[src/pkg/cges_pkg.sv]
package cges_pkg;
  // Register indices on the plain port
  localparam logic [3:0] ADDR_GUARD_TIME = 4'h0;
  localparam logic [3:0] ADDR_LIFE_FACTOR = 4'h1;
  localparam logic [3:0] ADDR_HB_CONS = 4'h2;
  localparam logic [3:0] ADDR_HB_PROD = 4'h3;
  localparam logic [3:0] ADDR_STATUS = 4'h4;
  localparam logic [3:0] ADDR_EMCY_CODE = 4'h5;
  localparam logic [3:0] ADDR_ERR_COUNT = 4'h6;
  localparam logic [3:0] ADDR_APPLY = 4'h7;
  // Timing
  localparam int CLK_MHZ = 100;
  localparam int MS_NS = 1000000;
  localparam int CLK_PERIOD_NS = 1000 / CLK_MHZ;
  localparam int CYC_PER_MS = MS_NS / CLK_PERIOD_NS;
  localparam logic [15:0] HB_STEP_MS = 16'h0004;
  // Emergency and internal error codes
  localparam logic [15:0] WARN_RX_OVF = 16'h4501;
  localparam logic [15:0] WARN_LIFE = 16'h4508;
  localparam logic [15:0] EMCY_RX_OVF = 16'h8110;
  localparam logic [15:0] EMCY_LIFE = 16'h8130;
  localparam logic [15:0] EMCY_T1 = 16'hFF01;
  localparam logic [15:0] EMCY_T2 = 16'hFF02;
  localparam logic [15:0] EMCY_T3 = 16'hFF03;
  localparam logic [15:0] EMCY_T4 = 16'h0000;
  localparam logic [7:0] ERR_REG_CAN = 8'h11;
  localparam logic [7:0] ERR_REG_DEV = 8'h81;
  localparam logic [7:0] ERR_REG_NONE = 8'h00;
  localparam logic [7:0] DIAG_RX_OVF = 8'h01;
  localparam logic [7:0] DIAG_ZERO = 8'h00;
  // Network status indicator modes
  localparam logic [1:0] NSI_OFF = 2'h0;
  localparam logic [1:0] NSI_GREEN = 2'h1;
  localparam logic [1:0] NSI_FLASH_RED = 2'h2;
  // Status register bit positions
  localparam int ST_LG_ACT = 0;
  localparam int ST_CABLE = 1;
  localparam int ST_EMCY_ERR = 2;
  localparam int ST_CFG_BAD = 3;
  localparam int ST_HB_CONS = 4;
  typedef enum logic {CGES_ERR_FREE = 1'b0, CGES_ERR_PRESENT = 1'b1} cges_emcy_t;
endpackage : cges_pkg

[src/cges_top.sv]
`timescale 1ns/100ps
// Operation
// - Life guarding interval comes from guard time and life time factor.
// - No guard request within interval raises cable break and flashing red.
// - Life guarding active only when guard time and factor both nonzero.
// - Supervision starts at first guard request, stops on communication reset.
// - Nonzero consumer time makes the device detect cable break itself.
// - Producer only sends cyclic heartbeats and detects no cable break.
// - Heartbeat and guarding together is a forbidden configuration; ST_CFG_BAD is set only if guarding, consumer and producer are all set, or none is.
// - Guarding configuration changes take effect only after full restart.
// - Master polls device cyclically; device must answer in time.
// - CAN faults go to controller module as internal safety bus errors.
// - Emergency object sent on each CAN error or error state.
// - Two emergency states; emergencies emitted only on transitions.
// - Four transitions: enter, stay on clear, stay on new, leave.
// - Emergency error code reflects current emergency state.
// - Rx overflow gives 0x4501 and emergency 0x8110, 0x11, diag 1.
// - Heartbeat loss sends life emergency, zeroes inputs, flags cable break.
// - Producer period rounded up to next multiple of four milliseconds.
// - Guard or heartbeat loss gives 0x4508 and emergency 0x8130, 0x11.
module cges_top #(
  parameter int CYC_MS = cges_pkg::CYC_PER_MS,
  parameter int ERR_CNT_W = 8
) (
  input wire logic REF_CLK,
  input wire logic RESET,
  input wire logic CLK_EN,
  input wire logic [3:0] ADDR,
  input wire logic [15:0] WDATA,
  input wire logic WR,
  input wire logic RD,
  output logic [15:0] RDATA,
  input wire logic GUARD_REQ,
  input wire logic COMM_RESET,
  input wire logic HB_RX,
  input wire logic RX_OVF,
  input wire logic [6:0] NMT_STATE,
  input wire logic ERR_IN,
  input wire logic ERR_OUT,
  input wire logic [7:0] MOD_INDEX,
  output logic GUARD_RSP,
  output logic [7:0] GUARD_RSP_DATA,
  output logic HB_TX,
  output logic EMCY_TX,
  output logic [15:0] EMCY_CODE,
  output logic [7:0] EMCY_ERR_REG,
  output logic [7:0] FIRST_DIAG_BYTE,
  output logic [7:0] LAST_DIAG_BYTE,
  output logic SB_ERR,
  output logic [15:0] SB_ERR_CODE,
  output logic INPUT_ZERO,
  output logic [1:0] NETWORK_STATUS_INDICATOR
);
  // Pin input synchronisers
  // Two stages settle each pin; the third only feeds edge detection
  logic [6:1] s1_q;
  logic [6:1] s2_q;
  logic [6:1] s3_q;
  always_ff @(posedge REF_CLK) begin
    if (RESET) begin
      s1_q <= 6'h00;
      s2_q <= 6'h00;
      s3_q <= 6'h00;
    end else if (CLK_EN) begin
      s1_q <= {ERR_OUT, ERR_IN, RX_OVF, HB_RX, COMM_RESET, GUARD_REQ};
      s2_q <= s1_q;
      s3_q <= s2_q;
    end
  end
  // Rising edges of synchronised pins
  // Each pin edge gives a single one-cycle pulse
  logic guard_p, creset_p, hb_p, ovf_p, ein_p, eout_p;
  assign guard_p = s2_q[1] & ~s3_q[1];
  assign creset_p = s2_q[2] & ~s3_q[2];
  assign hb_p = s2_q[3] & ~s3_q[3];
  assign ovf_p = s2_q[4] & ~s3_q[4];
  assign ein_p = s2_q[5] & ~s3_q[5];
  assign eout_p = s2_q[6] & ~s3_q[6];

  // Staged configuration, active copy loaded only at start or apply
  // Timers never see a half-written pair of guard values
  logic [15:0] gt_q, lf_q, hbc_q, hbp_q;
  logic [15:0] gt_a_q, lf_a_q, hbc_a_q, hbp_a_q;
  logic apply;
  // Restart strobe obeys the enable so a frozen block ignores it
  assign apply = CLK_EN && WR && ADDR == cges_pkg::ADDR_APPLY;
  always_ff @(posedge REF_CLK) begin
    if (RESET) begin
      gt_q <= 16'h0000;
      lf_q <= 16'h0000;
      hbc_q <= 16'h0000;
      hbp_q <= 16'h0000;
    end else if (CLK_EN && WR) begin
      if (ADDR == cges_pkg::ADDR_GUARD_TIME) gt_q <= WDATA;
      if (ADDR == cges_pkg::ADDR_LIFE_FACTOR) lf_q <= WDATA;
      if (ADDR == cges_pkg::ADDR_HB_CONS) hbc_q <= WDATA;
      if (ADDR == cges_pkg::ADDR_HB_PROD) hbp_q <= WDATA;
    end
  end
  // Restart: active config taken at reset release or apply strobe
  // Guarding on or off changes only here, so the network side
  // re-establishes from a clean state
  logic started_q;
  always_ff @(posedge REF_CLK) begin
    if (RESET) begin
      gt_a_q <= 16'h0000;
      lf_a_q <= 16'h0000;
      hbc_a_q <= 16'h0000;
      hbp_a_q <= 16'h0000;
      started_q <= 1'b0;
    end else if (CLK_EN && (apply || !started_q)) begin
      gt_a_q <= gt_q;
      lf_a_q <= lf_q;
      hbc_a_q <= hbc_q;
      hbp_a_q <= hbp_q;
      started_q <= 1'b1;
    end
  end

  // Mode decode
  // Forbidden configurations leave guarding off rather than guess
  // Consumer may run with or without the producer
  logic lg_cfg, hbc_cfg, hbp_cfg, cfg_bad, lg_en, hbc_en;
  assign lg_cfg = gt_a_q != 16'h0000 && lf_a_q != 16'h0000;
  assign hbc_cfg = hbc_a_q != 16'h0000;
  assign hbp_cfg = hbp_a_q != 16'h0000;
  assign cfg_bad = (lg_cfg && hbc_cfg && hbp_cfg) || (!lg_cfg && !hbc_cfg && !hbp_cfg);
  assign lg_en = lg_cfg && !hbc_cfg && !hbp_cfg && !cfg_bad;
  assign hbc_en = hbc_cfg && !lg_cfg;

  // Millisecond tick
  // Prescaler restarts at apply so timers begin on a whole millisecond
  logic [31:0] pre_q;
  logic ms_tick;
  assign ms_tick = pre_q == 32'(CYC_MS - 1);
  always_ff @(posedge REF_CLK) begin
    if (RESET || apply) pre_q <= 32'h0000_0000;
    else if (CLK_EN) pre_q <= ms_tick ? 32'h0000_0000 : pre_q + 32'h0000_0001;
  end

  // Life guarding timer
  // Expiry is tested on the tick that reaches the limit, so the break
  // is flagged at the end of the interval, not one millisecond later
  logic lg_act_q;
  logic [31:0] lg_ms_q;
  logic lg_exp;
  logic [31:0] lg_limit;
  assign lg_limit = gt_a_q * lf_a_q;
  assign lg_exp = lg_act_q && ms_tick && lg_ms_q + 32'h0000_0001 >= lg_limit;
  always_ff @(posedge REF_CLK) begin
    if (RESET || apply) begin
      lg_act_q <= 1'b0;
      lg_ms_q <= 32'h0000_0000;
    end else if (CLK_EN) begin
      if (creset_p) lg_act_q <= 1'b0;
      else if (guard_p && lg_en) lg_act_q <= 1'b1;
      else if (lg_exp) lg_act_q <= 1'b0;
      if (guard_p || creset_p) lg_ms_q <= 32'h0000_0000;
      else if (lg_act_q && ms_tick) lg_ms_q <= lg_ms_q + 32'h0000_0001;
    end
  end

  // Heartbeat consumer timer, armed by the first heartbeat
  // Unarmed until then, so a slow producer at power-up is no break
  logic hbc_arm_q;
  logic [15:0] hbc_ms_q;
  logic hbc_exp;
  assign hbc_exp = hbc_en && hbc_arm_q && ms_tick && hbc_ms_q + 16'h0001 >= hbc_a_q;
  always_ff @(posedge REF_CLK) begin
    if (RESET || apply) begin
      hbc_arm_q <= 1'b0;
      hbc_ms_q <= 16'h0000;
    end else if (CLK_EN) begin
      if (hb_p && hbc_en) hbc_arm_q <= 1'b1;
      else if (hbc_exp) hbc_arm_q <= 1'b0;
      if (hb_p) hbc_ms_q <= 16'h0000;
      else if (hbc_arm_q && ms_tick) hbc_ms_q <= hbc_ms_q + 16'h0001;
    end
  end

  // Heartbeat producer, period rounded up to 4 ms steps
  // Add and mask rounding holds while the step is a power of two
  logic [17:0] hbp_per;
  logic [17:0] hbp_ms_q;
  assign hbp_per = ({2'b00, hbp_a_q} + 18'(cges_pkg::HB_STEP_MS - 16'h0001))
                   & ~18'(cges_pkg::HB_STEP_MS - 16'h0001);
  always_ff @(posedge REF_CLK) begin
    if (RESET || apply) begin
      hbp_ms_q <= 18'h00000;
      HB_TX <= 1'b0;
    end else if (CLK_EN) begin
      HB_TX <= 1'b0;
      if (hbp_cfg && !lg_cfg && ms_tick) begin
        if (hbp_ms_q + 18'h00001 >= hbp_per) begin
          hbp_ms_q <= 18'h00000;
          HB_TX <= 1'b1;
        end else hbp_ms_q <= hbp_ms_q + 18'h00001;
      end
    end
  end

  // Guard response with toggle bit
  // Toggle restarts at communication reset, as the master expects
  // Replies are withheld while heartbeat is configured
  logic toggle_q;
  always_ff @(posedge REF_CLK) begin
    if (RESET) begin
      toggle_q <= 1'b0;
      GUARD_RSP <= 1'b0;
      GUARD_RSP_DATA <= 8'h00;
    end else if (CLK_EN) begin
      GUARD_RSP <= guard_p && !hbc_cfg && !hbp_cfg;
      if (guard_p) begin
        GUARD_RSP_DATA <= {toggle_q, NMT_STATE};
        toggle_q <= ~toggle_q;
      end
      if (creset_p) toggle_q <= 1'b0;
    end
  end

  // Cable break flag, indicator and input forcing
  // Expiry and a fresh request in one cycle: the break wins
  // Indicator shows green once the block has started
  logic cable_q;
  logic cable_ev;
  assign cable_ev = lg_exp || hbc_exp;
  always_ff @(posedge REF_CLK) begin
    if (RESET || apply) begin
      cable_q <= 1'b0;
      INPUT_ZERO <= 1'b0;
      NETWORK_STATUS_INDICATOR <= cges_pkg::NSI_OFF;
    end else if (CLK_EN) begin
      if (cable_ev) cable_q <= 1'b1;
      else if (guard_p || hb_p) cable_q <= 1'b0;
      if (hbc_exp) INPUT_ZERO <= 1'b1;
      else if (hb_p) INPUT_ZERO <= 1'b0;
      if (cable_ev || cable_q) NETWORK_STATUS_INDICATOR <= cges_pkg::NSI_FLASH_RED;
      else NETWORK_STATUS_INDICATOR <= cges_pkg::NSI_GREEN;
    end
  end

  // Internal safety bus error report
  // Cable break outranks overflow when both fall in one cycle
  // Code holds until the next report
  always_ff @(posedge REF_CLK) begin
    if (RESET) begin
      SB_ERR <= 1'b0;
      SB_ERR_CODE <= 16'h0000;
    end else if (CLK_EN) begin
      SB_ERR <= cable_ev || ovf_p;
      if (cable_ev) SB_ERR_CODE <= cges_pkg::WARN_LIFE;
      else if (ovf_p) SB_ERR_CODE <= cges_pkg::WARN_RX_OVF;
    end
  end

  // Emergency state and pending error count
  // Count saturates; a wrapped count would strand the error state
  cges_pkg::cges_emcy_t st_q;
  logic [ERR_CNT_W-1:0] cnt_q;
  logic last_out;
  assign last_out = cnt_q == ERR_CNT_W'(1);
  always_ff @(posedge REF_CLK) begin
    if (RESET) begin
      st_q <= cges_pkg::CGES_ERR_FREE;
      cnt_q <= '0;
    end else if (CLK_EN) begin
      if (ein_p && !eout_p) begin
        if (cnt_q != '1) cnt_q <= cnt_q + ERR_CNT_W'(1);
        st_q <= cges_pkg::CGES_ERR_PRESENT;
      end else if (eout_p && !ein_p && cnt_q != '0) begin
        cnt_q <= cnt_q - ERR_CNT_W'(1);
        if (last_out) st_q <= cges_pkg::CGES_ERR_FREE;
      end
    end
  end

  // Emergency object, CAN errors first, then state transitions
  // One frame per cycle; a lower-priority event in that cycle is lost
  always_ff @(posedge REF_CLK) begin
    if (RESET) begin
      EMCY_TX <= 1'b0;
      EMCY_CODE <= cges_pkg::EMCY_T4;
      EMCY_ERR_REG <= cges_pkg::ERR_REG_NONE;
      FIRST_DIAG_BYTE <= cges_pkg::DIAG_ZERO;
      LAST_DIAG_BYTE <= cges_pkg::DIAG_ZERO;
    end else if (CLK_EN) begin
      EMCY_TX <= 1'b0;
      LAST_DIAG_BYTE <= cges_pkg::DIAG_ZERO;
      if (cable_ev) begin
        EMCY_TX <= 1'b1;
        EMCY_CODE <= cges_pkg::EMCY_LIFE;
        EMCY_ERR_REG <= cges_pkg::ERR_REG_CAN;
        FIRST_DIAG_BYTE <= cges_pkg::DIAG_ZERO;
      end else if (ovf_p) begin
        EMCY_TX <= 1'b1;
        EMCY_CODE <= cges_pkg::EMCY_RX_OVF;
        EMCY_ERR_REG <= cges_pkg::ERR_REG_CAN;
        FIRST_DIAG_BYTE <= cges_pkg::DIAG_RX_OVF;
      end else if (ein_p && !eout_p) begin
        EMCY_TX <= 1'b1;
        EMCY_CODE <= (st_q == cges_pkg::CGES_ERR_FREE) ? cges_pkg::EMCY_T1
                     : cges_pkg::EMCY_T3;
        EMCY_ERR_REG <= cges_pkg::ERR_REG_DEV;
        FIRST_DIAG_BYTE <= MOD_INDEX;
      end else if (eout_p && !ein_p && cnt_q != '0) begin
        EMCY_TX <= 1'b1;
        EMCY_CODE <= last_out ? cges_pkg::EMCY_T4 : cges_pkg::EMCY_T2;
        EMCY_ERR_REG <= last_out ? cges_pkg::ERR_REG_NONE : cges_pkg::ERR_REG_DEV;
        FIRST_DIAG_BYTE <= last_out ? cges_pkg::DIAG_ZERO : MOD_INDEX;
      end
    end
  end

  // Status word placed bit by bit at the package field positions
  logic [15:0] status;
  always_comb begin
    status = 16'h0000;
    status[cges_pkg::ST_LG_ACT] = lg_act_q;
    status[cges_pkg::ST_CABLE] = cable_q;
    status[cges_pkg::ST_EMCY_ERR] = st_q == cges_pkg::CGES_ERR_PRESENT;
    status[cges_pkg::ST_CFG_BAD] = cfg_bad;
    status[cges_pkg::ST_HB_CONS] = hbc_en;
  end
  // Register read port, data one cycle after the strobe, zero otherwise
  always_ff @(posedge REF_CLK) begin
    if (RESET) RDATA <= 16'h0000;
    else if (CLK_EN) begin
      RDATA <= 16'h0000;
      if (RD) begin
        unique case (ADDR)
          cges_pkg::ADDR_GUARD_TIME: RDATA <= gt_q;
          cges_pkg::ADDR_LIFE_FACTOR: RDATA <= lf_q;
          cges_pkg::ADDR_HB_CONS: RDATA <= hbc_q;
          cges_pkg::ADDR_HB_PROD: RDATA <= hbp_q;
          cges_pkg::ADDR_STATUS: RDATA <= status;
          cges_pkg::ADDR_EMCY_CODE: RDATA <= EMCY_CODE;
          cges_pkg::ADDR_ERR_COUNT: RDATA <= 16'(cnt_q);
          default: RDATA <= 16'h0000;
        endcase
      end
    end
  end
endmodule : cges_top

[config.mk]
export PLATFORM = sky130hd
export DESIGN_NAME = cges_top
export DESIGN_NICKNAME = d
export VERILOG_FILES = /design/src/pkg/cges_pkg.sv /design/src/cges_top.sv
export SDC_FILE = /design/constraint.sdc
export NUM_CORES = 1
export LEC_CHECK = 0
export ABC_CLOCK_PERIOD_IN_PS = 19700
export BUFFER_PORTS_ARGS = -buffer_cell sky130_fd_sc_hd__clkbuf_2
export CAP_MARGIN = 25
export CORE_UTILIZATION = 56
export CTS_CLUSTER_DIAMETER = 120
export CTS_CLUSTER_SIZE = 12
export DETAILED_ROUTE_END_ITERATION = 10
export PLACE_DENSITY = 0.79
export SETUP_SLACK_MARGIN = 0.4
export SLEW_MARGIN = 20
export SYNTH_ARGS = -nofsm -noshare
export SYNTH_HDL_FRONTEND = slang
export SYNTH_SLANG_ARGS = --single-unit
[constraint.sdc]
create_clock -name REF_CLK -period 19.7 [get_ports REF_CLK]
set_clock_uncertainty 0.2 [all_clocks]
set_input_delay 3.94 -clock REF_CLK [delete_from_list [all_inputs] [get_ports REF_CLK]]
set_output_delay 3.94 -clock REF_CLK [all_outputs]
set_load 0.01 [all_outputs]
==> results.json <==
{
  "max-cap-violations": 0,
  "critPathMaxFanout": 18,
  "multi_input_area_mm2": 0.0156,
  "cp.arrival_ps": 10310,
  "routed_wl_mm": 60.6,
  "numClockSinks": 306,
  "route.detailed.drc": 1,
  "portBuffers": 104,
  "grt.busiest_layer": "met2",
  "pre_cts_ws_ps": 10020,
  "final_cells": 3374,
  "hold_depth": 2,
  "yosys.area_share.xor_xnor_pct": 5.13,
  "worst_slack_ps": 9710,
  "rr_worst_depth": 30,
  "max_stage_delay_ps": 990,
  "max_freq_ghz": 0.100,
  "grt_pass1_vias": 19241,
  "reg2reg_from": "lf_a_q[8]$_SDFFE_PP0P_",
  "violations": "design-rule violations",
  "min_period_ps": 9990,
  "seq_area_frac_synth_pct": 26.2,
  "dpl.hpwl_mm": 44.9,
  "top_regs": "lg_ms_q: 32 flops, pre_q: 32 flops, hbp_ms_q: 18 flops",
  "drive_gt1_share_pct": 6.37,
  "finalHoldViolations": 0,
  "rows": 74,
  "syn_to_final_growth_pct": 6.31,
  "fp.dieW_um": 206,
  "synth-compound-area-share_pct": 12.3,
  "yosysUniqueCellTypes": 73,
  "regArea_mm2": 0.00613,
  "yosys_warnings": 0,
  "gp_congestion": 0.933,
  "grt_max_degree": 110,
  "initial_core_util_pct": 57.1,
  "worstSetupStartpoint": "lf_a_q[8]$_SDFFE_PP0P_",
  "pin_count": 133,
  "clk_latency_ps": 590,
  "dp_cells": 3339,
  "synth_most_common_cell": "nand2_1",
  "rsz0062_at_grt": "false",
  "gr-usage-met1_pct": 36.9,
  "finalSetupViolCount": 0,
  "synth_area_mm2": 0.0234,
  "synthTopCellsByCount": "nand2_1 (495), dfxtp_1 (306), inv_1 (276)",
  "end_kind": "flop",
  "overflow": 0,
  "cts_tree": "yes",
  "grtUsageMet2_pct": 48.2,
  "postCtsSetupBuffers": 0,
  "final_area_mm2": 0.0249,
  "first_pass_iters": 11,
  "ys.flop_type": "dfxtp_1",
  "yosys.area_share.simple_pct": 21.4,
  "setup_tns_ps": 0,
  "met3_usage_pct": 4.01,
  "r2r_slack_ps": 9710,
  "cts_root_buf": "clkbuf_16",
  "p_per_area_mw_per_mm2": 48.0,
  "synth.area.top_cells": "dfxtp_1 (26%), fa_1 (17%), ha_1 (9.4%), nand2_1 (7.9%), a21oi_1 (5.2%)",
  "via_count": 19656,
  "period_share_pct": 50.7,
  "drt_iter0_markers": 1541,
  "status": "complete, but fails checks",
  "critPathCapture": "FIRST_DIAG_BYTE[7]$_SDFFE_PP0P_",
  "cts_buffers": 29,
  "worst_setup_path_start_kind": "flop",
  "yosys.area.top_type": "dfxtp_1",
  "htree_levels": 1,
  "fin_nets": 3257,
  "hold_buffers": 0,
  "cpMostUsedCell": "fa_1",
  "die_area_mm2": 0.0426,
  "synth_edf_count": 0,
  "synth_top_family_by_area": "adder cells",
  "worstReg2RegEnd": "FIRST_DIAG_BYTE[7]$_SDFFE_PP0P_",
  "hp-class": "reg -> reg",
  "fillers": 3505,
  "postSynthCellCount": 2839,
  "antenna_found_initial": 0,
  "cp.required_ps": 20030,
  "n_antenna_cell": 0,
  "drv_slew": 0,
  "synthAdderAreaFrac_pct": 26.0,
  "floorplan.die.height_um": 206,
  "grt_util_all_layers_pct": 28.7,
  "fin_hold_ws_ps": 255,
  "grt_pass1_wl_mm": 97.8,
  "critPathSlowestCell": "dfxtp_1",
  "path_class": "reg -> reg",
  "syn_avg_cell_area_um2": 8.24,
  "placed_cell_area_mm2": 0.0241,
  "yosysTopAreaCellShare_pct": 26.2,
  "maxSlewHeadroom_pct": 29.9,
  "core_mm2": 0.0410,
  "worst_pin_slew_ps": 1040,
  "ys_ff_latch": 306,
  "synth-async-reset-ratio_pct": 0,
  "drt.antenna.violating_nets": 0,
  "clk_pin_slew_ps": 60,
  "muxShareOfSynthArea_pct": 0.898,
  "p_leak_nw": 11.0,
  "peakVddDrop_mv": 0.0721,
  "post_drt_wl_per_cell_um": 17.9,
  "via_per_inst": 5.83,
  "cts_resized": 0,
  "clockBufferDepth": 3
}
-- critical path, delay by kind of cell, from the launching register on --
kind | cells | cell delay [ps]
and+or+nand+nor | 6 | 1590
buffers and inverters | 5 | 280
DFF | 1 | 990
xor gates and xnor gates | 1 | 140
adders and majority gates | 8 | 3810
AOI/OAI and AO/OA | 10 | 2920
-- per-layer routing --
layer | wire [um] | part of all wire, %
met1 | 24400 | 40
met5 | 0 | 0
met3 | 4420 | 7.3
met2 | 29100 | 48
met4 | 2680 | 4.4
-- logic make-up after synthesis --
group / Yosys count
AOI/OAI and AO/OA: 472
xor gates and xnor gates: 137
adders and majority gates: 370
buffers and inverters: 460
DFF: 306
muxes: 21
other: 1
and+or+nand+nor: 1072
-- stage by stage --
stage	power [mW]	utilization, %
3_5_place_dp	0.709	58.7
2_1_floorplan	0.690	-
3_3_place_gp	0.708	58.6
4_1_cts	1.20	60.5
6_report	1.20	60.7
5_1_grt	1.23	60.7
-- cell type report --
type,instances,share of cell area [%]
multi-input cells,2100,62.5
flip-flops and latches,306,24.6
inverters,277,4.18
repair buffers,127,2.99
clock buffers,30,2.93
well taps,532,2.67
clock inverters,2,0.111
-- power breakdown --
part           leakage (nW)  switching, mW  internal [mW]
Sequential             2.47        0.00674          0.624
Combinational          8.12         0.0483         0.0193
Clock                 0.368          0.236          0.261
Total                  11.0          0.291          0.904
-- layout by cell type (no fill, tap or decap), drive strengths merged, types with 24 or more instances in the layout --
| cell | Yosys | layout |
|---|---|---|
| conb | 1 | 28 |
| nor4 | 32 | 32 |
| dfxtp | 306 | 306 |
| nand2 | 496 | 496 |
| nor2 | 176 | 176 |
| nand3 | 68 | 68 |
| and2 | 126 | 126 |
| a22oi | 39 | 39 |
| buf | 49 | 24 |
| nand4 | 32 | 32 |
| a21oi | 245 | 245 |
| nor3 | 30 | 30 |
| a31oi | 24 | 24 |
| xor2 | 58 | 58 |
| ha | 176 | 176 |
| o21ai | 54 | 54 |
| a21o | 30 | 30 |
| inv | 277 | 278 |
| xnor2 | 79 | 79 |
| and3 | 40 | 40 |
| clkbuf | 134 | 133 |
| fa | 194 | 194 |
-- how the worst min path moves through the flow --
stage          slack [ps]                           start                              to
2_1_floorplan         240       hbp_ms_q[17]$_SDFFE_PP0P_       hbp_ms_q[17]$_SDFFE_PP0P_
3_3_place_gp          240  GUARD_RSP_DATA[6]$_SDFFE_PP0P_  GUARD_RSP_DATA[6]$_SDFFE_PP0P_
3_5_place_dp          250  GUARD_RSP_DATA[5]$_SDFFE_PP0P_  GUARD_RSP_DATA[5]$_SDFFE_PP0P_
4_1_cts               260  GUARD_RSP_DATA[5]$_SDFFE_PP0P_  GUARD_RSP_DATA[5]$_SDFFE_PP0P_
5_1_grt               280  GUARD_RSP_DATA[3]$_SDFFE_PP0P_  GUARD_RSP_DATA[3]$_SDFFE_PP0P_
6_report              250  GUARD_RSP_DATA[5]$_SDFFE_PP0P_  GUARD_RSP_DATA[5]$_SDFFE_PP0P_
(Power assumes the default switching activity.)
